[config.mk]
export PLATFORM = sky130hd
export DESIGN_NAME = csd_top
export DESIGN_NICKNAME = d
export VERILOG_FILES = /design/src/design/csd_pkg.sv /design/src/design/csd_top.sv /design/src/design/csd_divider.sv /design/src/design/csd_wakeup.sv
export VERILOG_INCLUDE_DIRS = /design/src /design/src/design
export SDC_FILE = /design/constraint.sdc
export NUM_CORES = 1
export LEC_CHECK = 0
export BUFFER_PORTS_ARGS = -buffer_cell sky130_fd_sc_hd__buf_4
export CORE_MARGIN = 1.5
export CORE_UTILIZATION = 50
export DETAILED_ROUTE_END_ITERATION = 10
export PLACE_DENSITY_LB_ADDON = 0.3
export SKIP_LAST_GASP = 1
export SLEW_MARGIN = 15
export SYNTH_ARGS = -nofsm -noshare
export SYNTH_HDL_FRONTEND = slang
export SYNTH_SLANG_ARGS = --single-unit
[constraint.sdc]
create_clock -name clk -period 3.8 [get_ports clk]
set_input_delay 0 -clock clk [delete_from_list [all_inputs] [get_ports clk]]
set_output_delay 0 -clock clk [all_outputs]
set_load 0.005 [all_outputs]
[src/design/csd_map.svh]
/*
 * register offsets, field positions, reset values and timing counts
 * for the clock source and divider control block.
 * assumes a 20 MHz system clock and a 32-bit ahb-lite register bus.
 */
`ifndef CSD_MAP_SVH
`define CSD_MAP_SVH

// ****************************************************************
// register byte offsets (one aligned word each)
// ****************************************************************
`define CSD_OFS_TRIM 8'h00
`define CSD_OFS_DIV 8'h04
`define CSD_OFS_AUX1 8'h08
`define CSD_OFS_STAT 8'h0c

// ****************************************************************
// field positions
// ****************************************************************
`define CSD_TRIM_MSB 5
`define CSD_CKO_EN_BIT 6
`define CSD_LP_BIT 7
`define CSD_ST_BUSY_BIT 0
`define CSD_ST_PD_BIT 1
`define CSD_ST_SRC_LSB 2
`define CSD_ST_RNG_LSB 4
`define CSD_ST_PIN_BIT 6

// ****************************************************************
// reset values
// ****************************************************************
// factory tuning value is arbitrary here, real parts fuse their own
`define CSD_TRIM_FACTORY 6'h20
`define CSD_DIV_RST 8'h00

// ****************************************************************
// timing
// ****************************************************************
`define CSD_CLK_PERIOD_NS 50
// least settle time after the oscillator count, in ns
`define CSD_WAKE_NS 60000
`define CSD_WAKE_CYC \
  ((`CSD_WAKE_NS + `CSD_CLK_PERIOD_NS - 1) / `CSD_CLK_PERIOD_NS)
`define CSD_XTAL_OSC_CYC 992
`define CSD_OTHER_OSC_CYC 224
// largest division ratio, twice the biggest 8-bit divider value
`define CSD_MAX_RATIO 510

`endif

[src/design/csd_pkg.sv]
/*
 * shared types of the clock source and divider control block.
 * assumes nothing of its surroundings.
 */
package csd_pkg;

  // oscillator clock source, fixed by nonvolatile configuration
  typedef enum logic [1:0] {
    CSD_SRC_WDT = 2'b00,
    CSD_SRC_RC = 2'b01,
    CSD_SRC_XTAL = 2'b10,
    CSD_SRC_EXT = 2'b11
  } csd_src_t;

  // crystal range: 20-100 kHz, 100 kHz-4 MHz, 4-12 MHz
  typedef enum logic [1:0] {
    CSD_RNG_LOW = 2'b00,
    CSD_RNG_MED = 2'b01,
    CSD_RNG_HIGH = 2'b10
  } csd_range_t;

  // wake-up timer states
  typedef enum logic [1:0] {
    CSD_WK_IDLE = 2'b00,
    CSD_WK_OSC = 2'b01,
    CSD_WK_SETTLE = 2'b10
  } csd_wake_t;

  // configuration word
  typedef struct packed {
    csd_src_t source;
    csd_range_t range;
  } csd_cfg_t;

  // derived clocks leaving the block
  typedef struct packed {
    logic cpu_clock;
    logic peripheral_clock;
    logic machine_cycle;
  } csd_clocks_t;

endpackage : csd_pkg

[src/design/csd_top.sv]
/*
 * clock source and divider control: source select, wake-up gate,
 * cpu clock divider, peripheral clock, clock-out pin, rc tuning and
 * low power select, with an ahb-lite register slave.
 * assumes oscillator inputs are asynchronous to clk, and that
 * configuration, power_down, rtc_on_crystal and sys_reset_n come
 * from logic on clk.
 */
// Overview of operation
// one of four sources, fixed by configuration
// cpu clock divided from oscillator, up to 510
// divider value changes anytime without glitching; a change to zero ending a high half leaves a one-cycle low runt
// machine cycle spans two cpu clock cycles
// peripheral clock is half the cpu clock
// crystal sources wait 992 cycles plus settle
// other sources wait 224 cycles plus settle
// clock out only when enabled, crystal unused
// clock out runs at half cpu clock
// six-bit writable rc tuning field
// tuning loads factory value on power-on only
// every reset clears low power select
// three crystal ranges chosen by configuration
// software keeps cpu clock at most 12 MHz
// ratio twice divider value, zero passes through
// wake timer gates cpu clock after power-up
`timescale 1ns/10ps
`include "csd_map.svh"

module csd_top import csd_pkg::*; #(
  parameter logic [5:0] FACTORY_TRIM = `CSD_TRIM_FACTORY,
  parameter int DIV_W = 8
) (
  input wire logic clk,
  input wire logic reset_n,
  input wire logic sys_reset_n,
  input wire csd_cfg_t cfg,
  input wire logic power_down,
  input wire logic rtc_on_crystal,
  input wire logic wdt_osc_clk,
  input wire logic rc_osc_clk,
  input wire logic xtal_osc_clk,
  input wire logic crystal_in_pin,
  input wire logic crystal_out_clock_pin_i,
  output logic crystal_out_clock_pin_o,
  output logic crystal_out_clock_pin_oe_n,
  input wire logic hsel,
  input wire logic [31:0] haddr,
  input wire logic [1:0] htrans,
  input wire logic hwrite,
  input wire logic [2:0] hsize,
  input wire logic [31:0] hwdata,
  input wire logic hready,
  output logic hreadyout,
  output logic [31:0] hrdata,
  output logic hresp,
  output logic [5:0] rc_tune_field,
  output logic low_power_clock_select,
  output logic oscillator_clock,
  output logic wake_busy,
  output csd_clocks_t clocks
);

  // ****************************************************************
  // input synchronisers
  // ****************************************************************
  logic [4:0] pin_raw; // asynchronous levels
  logic [4:0] pin_meta_q; // first stage, read only by second
  logic [4:0] pin_sync_q; // safe levels

  assign pin_raw = {crystal_out_clock_pin_i, crystal_in_pin,
                    xtal_osc_clk, rc_osc_clk, wdt_osc_clk};

  // one two-flop chain per source; the mux looks only at stage two
  genvar gi;
  generate
    for (gi = 0; gi < 5; gi++) begin : g_sync
      always_ff @(posedge clk or negedge reset_n) begin
        if (!reset_n) begin
          pin_meta_q[gi] <= 1'b0;
          pin_sync_q[gi] <= 1'b0;
        end else begin
          pin_meta_q[gi] <= pin_raw[gi];
          pin_sync_q[gi] <= pin_meta_q[gi];
        end
      end
    end
  endgenerate

  // ****************************************************************
  // configuration capture and source select
  // ****************************************************************
  csd_cfg_t cfg_q, cfg_d; // held configuration
  logic cfg_taken_q, cfg_taken_d; // set once after reset release
  logic osc_level; // selected, synchronised source
  logic osc_prev_q, osc_prev_d; // last oscillator level
  logic osc_rise; // oscillator rising mark
  logic pd_prev_q, pd_prev_d; // last power_down level
  logic wake_start; // restart the wake timer

  // configuration is taken once, in the first cycle after release,
  // so a changing strap cannot switch sources under the cpu
  always_comb begin
    cfg_d = cfg_q;
    cfg_taken_d = 1'b1;
    if (!cfg_taken_q) begin
      cfg_d = cfg;
    end
    osc_prev_d = osc_level;
    pd_prev_d = power_down;
  end

  always_ff @(posedge clk or negedge reset_n) begin
    if (!reset_n) begin
      cfg_q <= '{source: CSD_SRC_RC, range: CSD_RNG_LOW};
      cfg_taken_q <= 1'b0;
      osc_prev_q <= 1'b0;
      pd_prev_q <= 1'b0;
    end else begin
      cfg_q <= cfg_d;
      cfg_taken_q <= cfg_taken_d;
      osc_prev_q <= osc_prev_d;
      pd_prev_q <= pd_prev_d;
    end
  end

  // wdt, rc, crystal and external input sit at index = source code
  assign osc_level = pin_sync_q[cfg_q.source];
  assign osc_rise = osc_level & ~osc_prev_q;
  // timer restarts when the source is known and on power-down exit
  assign wake_start = ~cfg_taken_q | (pd_prev_q & ~power_down);

  // ****************************************************************
  // wake-up timer and divider
  // ****************************************************************
  logic cpu_level; // divided cpu clock
  logic cpu_rise; // cpu rising mark
  logic run; // cpu clock allowed
  logic [DIV_W-1:0] div_val_q, div_val_d; // clock_divider_value

  csd_wakeup u_wakeup (
    .clk(clk),
    .reset_n(reset_n),
    .start(wake_start),
    .osc_rise(osc_rise),
    .crystal(cfg_q.source == CSD_SRC_XTAL),
    .busy(wake_busy)
  );

  // cpu clock stays off while the timer or power-down holds it
  assign run = ~wake_busy & ~power_down;

  csd_divider #(
    .W(DIV_W)
  ) u_divider (
    .clk(clk),
    .reset_n(reset_n),
    .run(run),
    .osc_level(osc_level),
    .osc_rise(osc_rise),
    .div_val(div_val_q),
    .cpu_level(cpu_level),
    .cpu_rise(cpu_rise)
  );

  // ****************************************************************
  // registers and ahb-lite slave
  // ****************************************************************
  logic [5:0] trim_q, trim_d; // rc tuning
  logic cko_en_q, cko_en_d; // clock_out_enable
  logic lp_q, lp_d; // low_power_clock_select
  logic dph_valid_q, dph_valid_d; // data phase pending
  logic dph_write_q, dph_write_d; // pending is a write
  logic [7:0] dph_addr_q, dph_addr_d; // pending byte offset
  logic wr; // write lands this cycle

  // the slave never stalls; only the low address byte is decoded,
  // so the map repeats every 256 bytes inside its select
  assign wr = dph_valid_q & dph_write_q & sys_reset_n;

  always_comb begin
    dph_valid_d = hsel & htrans[1] & hready;
    dph_write_d = hwrite;
    dph_addr_d = haddr[7:0];
    trim_d = trim_q;
    cko_en_d = cko_en_q;
    div_val_d = div_val_q;
    lp_d = lp_q;
    if (!sys_reset_n) begin // other resets leave tuning alone
      div_val_d = DIV_W'(`CSD_DIV_RST);
      lp_d = 1'b0;
    end else if (wr) begin
      case (dph_addr_q)
        `CSD_OFS_TRIM: begin
          trim_d = hwdata[`CSD_TRIM_MSB:0];
          cko_en_d = hwdata[`CSD_CKO_EN_BIT];
        end
        `CSD_OFS_DIV: div_val_d = hwdata[DIV_W-1:0];
        // lp is only safe at 8 MHz cpu or below, software's duty
        `CSD_OFS_AUX1: lp_d = hwdata[`CSD_LP_BIT];
        default: ; // read-only and unmapped writes ignored
      endcase
    end
  end

  // power-on reset alone loads the factory tuning value
  always_ff @(posedge clk or negedge reset_n) begin
    if (!reset_n) begin
      trim_q <= FACTORY_TRIM;
      cko_en_q <= 1'b0;
      div_val_q <= DIV_W'(`CSD_DIV_RST);
      lp_q <= 1'b0;
      dph_valid_q <= 1'b0;
      dph_write_q <= 1'b0;
      dph_addr_q <= 8'h00;
    end else begin
      trim_q <= trim_d;
      cko_en_q <= cko_en_d;
      div_val_q <= div_val_d;
      lp_q <= lp_d;
      dph_valid_q <= dph_valid_d;
      dph_write_q <= dph_write_d;
      dph_addr_q <= dph_addr_d;
    end
  end

  // read mux in the data phase; unmapped offsets read zero
  always_comb begin
    hrdata = 32'h0000_0000;
    if (dph_valid_q && !dph_write_q) begin
      case (dph_addr_q)
        `CSD_OFS_TRIM: begin
          hrdata[`CSD_TRIM_MSB:0] = trim_q;
          hrdata[`CSD_CKO_EN_BIT] = cko_en_q;
        end
        `CSD_OFS_DIV: hrdata[DIV_W-1:0] = div_val_q;
        `CSD_OFS_AUX1: hrdata[`CSD_LP_BIT] = lp_q;
        `CSD_OFS_STAT: begin
          hrdata[`CSD_ST_BUSY_BIT] = wake_busy;
          hrdata[`CSD_ST_PD_BIT] = power_down;
          hrdata[`CSD_ST_SRC_LSB +: 2] = cfg_q.source;
          hrdata[`CSD_ST_RNG_LSB +: 2] = cfg_q.range;
          hrdata[`CSD_ST_PIN_BIT] = pin_sync_q[4];
        end
        default: hrdata = 32'h0000_0000;
      endcase
    end
  end

  assign hreadyout = 1'b1;
  assign hresp = 1'b0;

  // ****************************************************************
  // peripheral clock, machine cycle and clock-out pin
  // ****************************************************************
  logic periph_q, periph_d; // cpu clock over two
  logic mc_q, mc_d; // machine cycle start mark
  logic pin_o_q, pin_o_d; // clock-out level
  logic oe_n_q, oe_n_d; // clock-out enable, low drives
  logic clkout_ok; // clock-out may run

  // clock-out would fight the crystal, so it is barred whenever the
  // crystal drives the cpu or the real-time clock
  assign clkout_ok = cko_en_q & (cfg_q.source != CSD_SRC_XTAL)
                     & ~rtc_on_crystal;

  always_comb begin
    periph_d = cpu_rise ? ~periph_q : periph_q;
    mc_d = cpu_rise & ~periph_q;
    pin_o_d = clkout_ok & periph_q;
    oe_n_d = ~clkout_ok;
  end

  always_ff @(posedge clk or negedge reset_n) begin
    if (!reset_n) begin
      periph_q <= 1'b0;
      mc_q <= 1'b0;
      pin_o_q <= 1'b0;
      oe_n_q <= 1'b1;
    end else begin
      periph_q <= periph_d;
      mc_q <= mc_d;
      pin_o_q <= pin_o_d;
      oe_n_q <= oe_n_d;
    end
  end

  assign crystal_out_clock_pin_o = pin_o_q;
  assign crystal_out_clock_pin_oe_n = oe_n_q;
  assign rc_tune_field = trim_q;
  assign low_power_clock_select = lp_q;
  assign oscillator_clock = osc_level;
  assign clocks = '{cpu_clock: cpu_level, peripheral_clock: periph_q,
                    machine_cycle: mc_q};

  // ****************************************************************
  // checks
  // ****************************************************************
  a_src_fixed: assert property (
    @(posedge clk) disable iff (!reset_n)
    cfg_taken_q |=> $stable(cfg_q))
    else $error("clock source changed after capture");

  a_div_write: assert property (
    @(posedge clk) disable iff (!reset_n)
    wr && dph_addr_q == `CSD_OFS_DIV |=> div_val_q == $past(hwdata[7:0]))
    else $error("divider value write lost");

  a_machine_cycle: assert property (
    @(posedge clk) disable iff (!reset_n)
    mc_q |-> periph_q && !$past(periph_q))
    else $error("machine cycle mark off peripheral rise");

  a_periph_half: assert property (
    @(posedge clk) disable iff (!reset_n)
    cpu_rise |=> periph_q != $past(periph_q))
    else $error("peripheral clock missed a cpu rise");

  a_clkout_gate: assert property (
    @(posedge clk) disable iff (!reset_n)
    !crystal_out_clock_pin_oe_n |-> $past(cko_en_q)
      && !$past(rtc_on_crystal) && $past(cfg_q.source) != CSD_SRC_XTAL)
    else $error("clock out driven while barred");

  a_clkout_half: assert property (
    @(posedge clk) disable iff (!reset_n)
    !crystal_out_clock_pin_oe_n |-> pin_o_q == $past(periph_q))
    else $error("clock out not at half cpu clock");

  a_trim_write: assert property (
    @(posedge clk) disable iff (!reset_n)
    wr && dph_addr_q == `CSD_OFS_TRIM |=> trim_q == $past(hwdata[5:0]))
    else $error("tuning write lost");

  a_trim_keep: assert property (
    @(posedge clk) disable iff (!reset_n)
    !sys_reset_n |=> $stable(trim_q))
    else $error("tuning changed by a non power-on reset");

  a_lp_clear: assert property (
    @(posedge clk) disable iff (!reset_n)
    !sys_reset_n |=> !lp_q)
    else $error("low power select survived reset");

  a_cpu_gated: assert property (
    @(posedge clk) disable iff (!reset_n)
    wake_busy |=> !cpu_level)
    else $error("cpu clock ran during wake-up");

endmodule : csd_top

[src/design/csd_divider.sv]
/*
 * cpu clock divider: ratio twice the divider value, zero passes the
 * oscillator level through.
 * assumes osc_level and osc_rise are already synchronised to clk.
 */
`timescale 1ns/10ps
`include "csd_map.svh"

module csd_divider #(
  parameter int W = 8
) (
  input wire logic clk,
  input wire logic reset_n,
  input wire logic run,
  input wire logic osc_level,
  input wire logic osc_rise,
  input wire logic [W-1:0] div_val,
  output logic cpu_level,
  output logic cpu_rise
);

  logic [W-1:0] div_q, div_d; // ratio in use
  logic [W-1:0] cnt_q, cnt_d; // oscillator edges in this half
  logic cpu_q, cpu_d; // cpu clock level
  logic rise_q, rise_d; // one-cycle cpu rising mark

  // ****************************************************************
  // next state
  // ****************************************************************
  // new ratio is only taken at a half-period boundary, so a write
  // never makes a runt pulse, except zero taken as a high half ends
  always_comb begin
    div_d = div_q;
    cnt_d = cnt_q;
    cpu_d = cpu_q;
    if (!run) begin // gated: hold low
      cpu_d = 1'b0;
      cnt_d = '0;
      div_d = div_val;
    end else if (div_q == '0) begin // pass through
      cpu_d = osc_level;
      if (osc_rise) begin
        div_d = div_val;
      end
    end else if (osc_rise) begin
      if (cnt_q == div_q - W'(1)) begin // half period done
        cnt_d = '0;
        cpu_d = ~cpu_q;
        div_d = div_val;
      end else begin
        cnt_d = cnt_q + W'(1);
      end
    end
    rise_d = cpu_d & ~cpu_q;
  end

  // registers only
  always_ff @(posedge clk or negedge reset_n) begin
    if (!reset_n) begin
      div_q <= '0;
      cnt_q <= '0;
      cpu_q <= 1'b0;
      rise_q <= 1'b0;
    end else begin
      div_q <= div_d;
      cnt_q <= cnt_d;
      cpu_q <= cpu_d;
      rise_q <= rise_d;
    end
  end

  assign cpu_level = cpu_q;
  assign cpu_rise = rise_q;

  // ****************************************************************
  // checks
  // ****************************************************************
  a_cnt_bound: assert property (
    @(posedge clk) disable iff (!reset_n)
    div_q != '0 |-> cnt_q < div_q)
    else $error("divider count beyond ratio");

  a_ratio_edge: assert property (
    @(posedge clk) disable iff (!reset_n)
    $past(run) && run && $changed(div_q)
      |-> ($past(div_q) == '0) || (cpu_q != $past(cpu_q)))
    else $error("ratio changed mid half period");

endmodule : csd_divider

[src/design/csd_wakeup.sv]
/*
 * wake-up timer: counts oscillator edges, then a fixed settle time,
 * holding the cpu clock off meanwhile.
 * assumes osc_rise is a one-cycle mark already on clk.
 */
`timescale 1ns/10ps
`include "csd_map.svh"

module csd_wakeup import csd_pkg::*; #(
  parameter int XTAL_CYC = `CSD_XTAL_OSC_CYC,
  parameter int OTHER_CYC = `CSD_OTHER_OSC_CYC,
  parameter int SETTLE_CYC = `CSD_WAKE_CYC
) (
  input wire logic clk,
  input wire logic reset_n,
  input wire logic start,
  input wire logic osc_rise,
  input wire logic crystal,
  output logic busy
);

  csd_wake_t state_q, state_d; // timer phase
  logic [9:0] osc_cnt_q, osc_cnt_d; // oscillator edges seen
  logic [10:0] set_cnt_q, set_cnt_d; // settle cycles seen
  logic [9:0] osc_last; // last edge index for the source

  assign osc_last = crystal ? 10'(XTAL_CYC - 1) : 10'(OTHER_CYC - 1);

  // ****************************************************************
  // next state
  // ****************************************************************
  always_comb begin
    state_d = state_q;
    osc_cnt_d = osc_cnt_q;
    set_cnt_d = set_cnt_q;
    case (state_q)
      CSD_WK_IDLE: begin
        osc_cnt_d = '0;
      end
      CSD_WK_OSC: begin
        if (osc_rise) begin
          if (osc_cnt_q == osc_last) begin
            state_d = CSD_WK_SETTLE;
            set_cnt_d = '0;
          end else begin
            osc_cnt_d = osc_cnt_q + 10'h001;
          end
        end
      end
      CSD_WK_SETTLE: begin
        if (set_cnt_q == 11'(SETTLE_CYC - 1)) begin
          state_d = CSD_WK_IDLE;
        end else begin
          set_cnt_d = set_cnt_q + 11'h001;
        end
      end
      default: state_d = CSD_WK_IDLE;
    endcase
    if (start) begin // restart wins over any phase
      state_d = CSD_WK_OSC;
      osc_cnt_d = '0;
    end
  end

  // registers only; power-up begins counting at once
  always_ff @(posedge clk or negedge reset_n) begin
    if (!reset_n) begin
      state_q <= CSD_WK_OSC;
      osc_cnt_q <= '0;
      set_cnt_q <= '0;
    end else begin
      state_q <= state_d;
      osc_cnt_q <= osc_cnt_d;
      set_cnt_q <= set_cnt_d;
    end
  end

  assign busy = (state_q != CSD_WK_IDLE);

  // ****************************************************************
  // checks
  // ****************************************************************
  a_xtal_count: assert property (
    @(posedge clk) disable iff (!reset_n)
    state_q == CSD_WK_OSC && osc_rise && crystal && !start
      && osc_cnt_q == 10'd991 |=> state_q == CSD_WK_SETTLE)
    else $error("crystal wake count not 992");

  a_other_count: assert property (
    @(posedge clk) disable iff (!reset_n)
    state_q == CSD_WK_OSC && !crystal && osc_cnt_q > 10'd223
      |-> 1'b0)
    else $error("non-crystal wake count beyond 224");

  a_settle_len: assert property (
    @(posedge clk) disable iff (!reset_n)
    state_q == CSD_WK_SETTLE && !start && set_cnt_q == 11'd1199
      |=> state_q == CSD_WK_IDLE)
    else $error("settle time not 1200 cycles");

endmodule : csd_wakeup

* After elaboration in Yosys (flattened, before gate mapping)
Cells that the tools add are included.
** Operators by class
- Add/sub/neg operators :: 4
- Mux-type cells :: 38
- Equality and inequality tests :: 24
- Reduce and logical (&&, ||, !) cells :: 16
- Bitwise logic cells :: 21
- $lt $le $gt $ge :: 1
** Operator list (number)
- two-way mux 8 bit :: 13
- two-way mux 10 bit :: 4
- two-way mux 11 bit :: 3
- one-hot mux 11 bit (2 select lines) :: 1
- one-hot mux 7 bit (3 select lines) :: 1
- one-hot mux 10 bit (2 select lines) :: 1
- equality test 8 x 4 -> 1 bit, second input constant :: 2
- logical NOT 8 bit :: 2
- bitwise AND 1 bit :: 12
- adder 11 x 1 -> 11 bit, second input constant :: 1
- equality test 11 bit, second input constant :: 1
- adder 10 x 1 -> 10 bit, second input constant :: 1
- equality test 10 bit :: 1
- inequality test 2 x 1 -> 1 bit, second input constant :: 5
- inequality test 2 bit, second input constant :: 5
- adder 8 x 1 -> 8 bit, second input constant :: 1
- equality test 8 x 3 -> 1 bit, second input constant :: 1
- equality test 8 bit :: 1
- two-way mux 1 bit :: 8
- two-way mux 2 bit :: 4
- inverter 1 bit :: 8
- AND reduction 2 bit :: 4
- AND reduction 4 bit :: 2
- subtractor 8 x 1 -> 8 bit, second input constant :: 1
- 16 further kinds :: 21
** Word-level totals
- Bits of input ports :: 86
- Logic and storage cells :: 137
- Bits in registers :: 88

* Longest topological paths before layout
- Word-level depth :: 7
- Gate-level depth with buffers :: 10
- Mapped depth without buffers :: 8

* Cells and area by module
From an unflattened synthesis, not the netlist that was laid out.
** Second synthesis, totals
- Cells, all modules :: 456
- Area, all modules :: 4692.0 µm²
** By module, submodules not included
- csd_top :: times used 1, area each 2110.8 µm², cells an instance 173
- csd_wakeup :: times used 1, area each 1376.3 µm², cells an instance 149
- csd_divider :: times used 1, area each 1204.9 µm², cells an instance 134

* Worst setup path after synthesis
OpenSTA, ideal clock, no wires.
- Path type :: reg-to-reg
- Start :: register u_divider.div_q[0]
- End :: register u_divider.cnt_q[5]
- Path slack :: 1560 ps
- Stages on the path, launching flop included :: 11
- Path buffers :: 2
- Period minus slack after synthesis :: 2240 ps
- Arrival time :: 2120 ps
- Cell sequence :: dfrtp_1 > inv_1 > ha_1 > xor2_1 > o211ai_1 > or3_1 > nor3_2 > buf_6 > buf_6 > a21oi_1 > a31o_2
** On the way
- Cells in the longest elaborated chain, start to end :: 6
- Elaborated cells between the ends (all ways) :: 9
** RTL lines
- from (decl) :: RTL line csd_divider.sv:22 : logic [W-1:0] div_q, div_d;
- from (signal assigned) :: RTL line csd_divider.sv:65 : div_q <= div_d;
- subtractor 8 x 1 -> 8 bit :: RTL line csd_divider.sv:46 : if (cnt_q == div_q - W'(1)) begin
- equality test 8 bit :: RTL line csd_divider.sv:46
- two-way mux 8 bit :: RTL line csd_divider.sv:46
- two-way mux 8 bit :: RTL line csd_divider.sv:45 : end else if (osc_rise) begin
- two-way mux 8 bit :: RTL line csd_divider.sv:40 : end else if (div_q == '0) begin
- two-way mux 8 bit :: RTL line csd_divider.sv:36 : if (!run) begin
- to (signal assigned) :: RTL line csd_divider.sv:66 : cnt_q <= cnt_d;
- to (decl) :: RTL line csd_divider.sv:23 : logic [W-1:0] cnt_q, cnt_d;
Several ways; a longest one is shown, not always the timed one. The select of a mux whose other input is x is not followed.
A chain may end at the register's enable or synchronous reset.

* Final worst setup path
- Start :: register u_divider.div_q[0]
- End :: register u_divider.div_q[7]
** On the way
- Cells in the longest elaborated chain, start to end :: 4
- Elaborated cells between the ends (all ways) :: 7
** RTL lines (RTL line)
- subtractor 8 x 1 -> 8 bit :: csd_divider.sv:46
- equality test 8 bit :: csd_divider.sv:46
- inequality test 3 bit (no line)
- AND reduction 2 bit (no line)
Several ways; a longest one is shown, not always the timed one.

==> run_results.csv <==
group,metric,value,unit
outcome,outcome,"complete, no violations",
floorplanning,rows,35,
sta,hold_violations,0,
detailed_routing,routed_wl,10100,um
detailed_routing,wl_per_cell,15.3,um
setup_path,crit_fanout,9,
sta,fmax,347,MHz
cts,clockBufferDepth,2,
setup_path,rr_startpoint,"u_divider.div_q[0]",
grt,grt_max_degree,47,
placed_design,placedInstanceArea,0.00508,mm2
finish,design_area,0.00564,mm2
hold_path,hold_class,"input port to asynchronous set/reset pin",
finish,drive_gt1_share,21.5,%
cts,clock_latency,0.36,ns
grt,grt_pass1_vias,3637,
sta,period_share,75.8,%
setup_path,cp.arrival,3.12,ns
setup_path,rr_worst_depth,9,
detailed_routing,vias_per_cell,5.56,
detailed_routing,vias,3678,
detailed_routing,firstDrtPassIters,4,
placed_design,dp_hpwl,6770,um
synthesis,synth_cell_types,59,
synthesis,synthArstFlopShare,100,%
detailed_routing,first_iter_violations,199,
floorplanning,die_h,100,um
power,power.leakage,0.00264,uW
cts,htree_levels,3,
floorplanning,coreArea,0.00920,mm2
cts,clock_sinks,88,
synthesis,ys_seq_area_share,46.7,%
detailed_routing,drc,0,
floorplanning,die_w,100,um
finish,fin_nets,636,
sta,report.final.slew_viol_count,0,
sta,worst_slew_pin_slew,0.824,ns
setup_path,start_kind,"register",
sta,maxSlewHeadroom,44.9,%
sta,finalSetupViolCount,0,
placed_design,gp_congestion,0.860,
placed_design,port_buffers,55,
sta,min_period,2.88,ns
synthesis,ys.flop_type,"dfrtp_1",
finish,area_delta_synth_final,19.3,%
power,irDropWorstVdd,0.000233,V
synthesis,synth_area,0.00473,mm2
cts,post_cts_resized,0,
setup_path,critPathRequiredTime,4.04,ns
floorplanning,die-area,0.0101,mm2
detailed_routing,antenna_left,0,
cts,cts_tree,"yes",
finish,diodes,0,
flow_run,maxCapViolations,0,
floorplanning,initial_utilization,51.4,%
power,powerDensity,336,mW/mm2
floorplanning,ioPinCount,134,
sta,fin_hold_ws,0.153,ns
synthesis,synth_edf_count,0,
cts,cts_buffers,9,
setup_path,reg2reg_to,"u_divider.div_q[7]",
synthesis,yosysWarnings,0,
cts,cts_setup_buffers,0,
grt,grt_util_all_layers,21.6,%
cts,cts_root_buf,"clkbuf_8",
finish,n_fill_cell,717,
synthesis,postSynthAreaPerCell,10.2,um2
grt,grt-ovfl-total,0,
grt,grt_pass1_wl,17100,um
cts,clk_pin_slew,0.10,ns
setup_path,critPathKind,"register to register",
synthesis,ys_ff_latch,88,
synthesis,syn_inst,464,
setup_path,crit_start,"u_divider.div_q[0]",
grt,antenna_found_initial,0,
setup_path,reg2reg_slack,0.92,ns
sta,fin_setup_tns,0,ns
sta,rsz0062_at_grt,"no",
cts,holdBufCountCts,33,
sta,fin_skew,0.0117,ns
setup_path,end_kind,"register",
-- stage by stage --
stage | instances | utilization, % | worst slack [ns] | power [uW]
2_1_floorplan | 489 | - | 1.56 | 1090
3_3_place_gp | 612 | 55.3 | 0.952 | 1140
3_5_place_dp | 612 | 55.3 | 0.913 | 1140
4_1_cts | 661 | 61.4 | 0.897 | 1900
5_1_grt | 661 | 61.4 | 0.674 | 1970
6_report | 661 | 61.4 | 0.920 | 1900
-- kinds of logic after synthesis --
group           Yosys count  share of synthesized area (%)
simple gates            191                           22.0
flops                    88                           46.7
compound gates           79                           12.8
buf+inv                  54                           7.25
mux                      30                           7.12
xor+xnor                 15                           2.78
fa+ha+maj                 5                           1.32
other cells               2                          0.159
-- placed cells by master (no fill, tap or decap), drive strengths merged, types with 3 or more instances in the layout --
master / n
nor4: 7
a211oi: 4
or3: 3
nand3b: 5
or2: 3
nor2b: 14
buf: 58
nand3: 30
a31oi: 4
xnor2: 10
ha: 5
and3: 6
or4: 10
nor3: 9
dlygate4sd3: 33
dfrtp: 84
a22oi: 7
a31o: 3
o21ai: 15
o31ai: 3
o211a: 6
a21boi: 3
dfstp: 4
nand2b: 7
conb: 27
xor2: 5
o211ai: 3
a21oi: 18
nand2: 39
mux2i: 10
clkbuf: 11
nor2: 46
nor4b: 5
mux2: 19
inv: 11
-- metal layers --
layer	track usage [%]	routed length (um)	part of all wire (%)	up-vias
met3	4.32	484	4.8	16
met2	35.4	4810	48	116
li1	-	-	-	1761
met1	28.2	4620	46	1785
met4	8.67	196	1.9	0
met5	0	0	0	-
-- cell usage after synthesis, drive strengths merged, types with 7 or more instances --
library cell | instances | share of area (%)
a21oi | 18 | 1.9
a22oi | 7 | 1.1
buf | 37 | 5.9
clkbuf | 9 | 0.71
dfrtp | 84 | 44
inv | 8 | 0.63
mux2 | 19 | 4.5
mux2i | 10 | 2.1
nand2 | 39 | 3.2
nand2b | 7 | 0.93
nand3 | 30 | 3.2
nor2 | 46 | 3.7
nor2b | 14 | 1.9
nor3 | 9 | 1.3
nor4 | 7 | 1.4
o21ai | 15 | 1.6
or4 | 10 | 1.6
xnor2 | 10 | 1.9
-- worst max path at each step --
| stage | slack [ns] | endpoint |
|---|---|---|
| floorplan | 1.56 | u_divider.cnt_q[5] |
| global placement | 0.95 | u_divider.div_q[6] |
| detailed placement | 0.91 | u_divider.div_q[4] |
| CTS | 0.90 | u_divider.div_q[4] |
| global route | 0.67 | u_divider.div_q[3] |
| finish | 0.92 | u_divider.div_q[7] |
-- area by class of cell --
cell class | count | area [um2] | share of cell area [%]
tap | 111 | 139 | 2.46
timing repair buffer | 91 | 766 | 13.6
clock buffer | 11 | 141 | 2.51
clock inverter | 5 | 86.3 | 1.53
multi-input combinational | 347 | 2270 | 40.3
inverter | 8 | 30.0 | 0.532
sequential | 88 | 2210 | 39.1
-- registers in the layout, summed over array words and instances (netlist names), 2 cells and up --
register	count
u_wakeup.osc_cnt_q	10
u_divider.div_q	8
u_divider.cnt_q	8
pin_meta_q	5
div_val_q	8
cfg_q	4
dph_addr_q	8
u_wakeup.state_q	2
pin_sync_q	5
u_wakeup.set_cnt_q	11
rc_tune_field	6
-- power breakdown --
part	total (uW)	leakage [uW]	internal, uW	switching (uW)
logic	167	0.00138	81.9	84.8
registers	984	0.00115	962	21.4
clock network	748	0.000115	396	352
-- critical path, stage by stage, from the launching register on --
cell and delay (ns):
dfrtp_1 0.46, inv_1 0.09, ha_1 0.31, xor2_1 0.15, o211ai_1 0.10, or3_1 0.41
nor3_2 0.56, buf_4 0.26, a21oi_1 0.16, o211a_1 0.28
No activity file was read; power rests on OpenSTA's default activity.
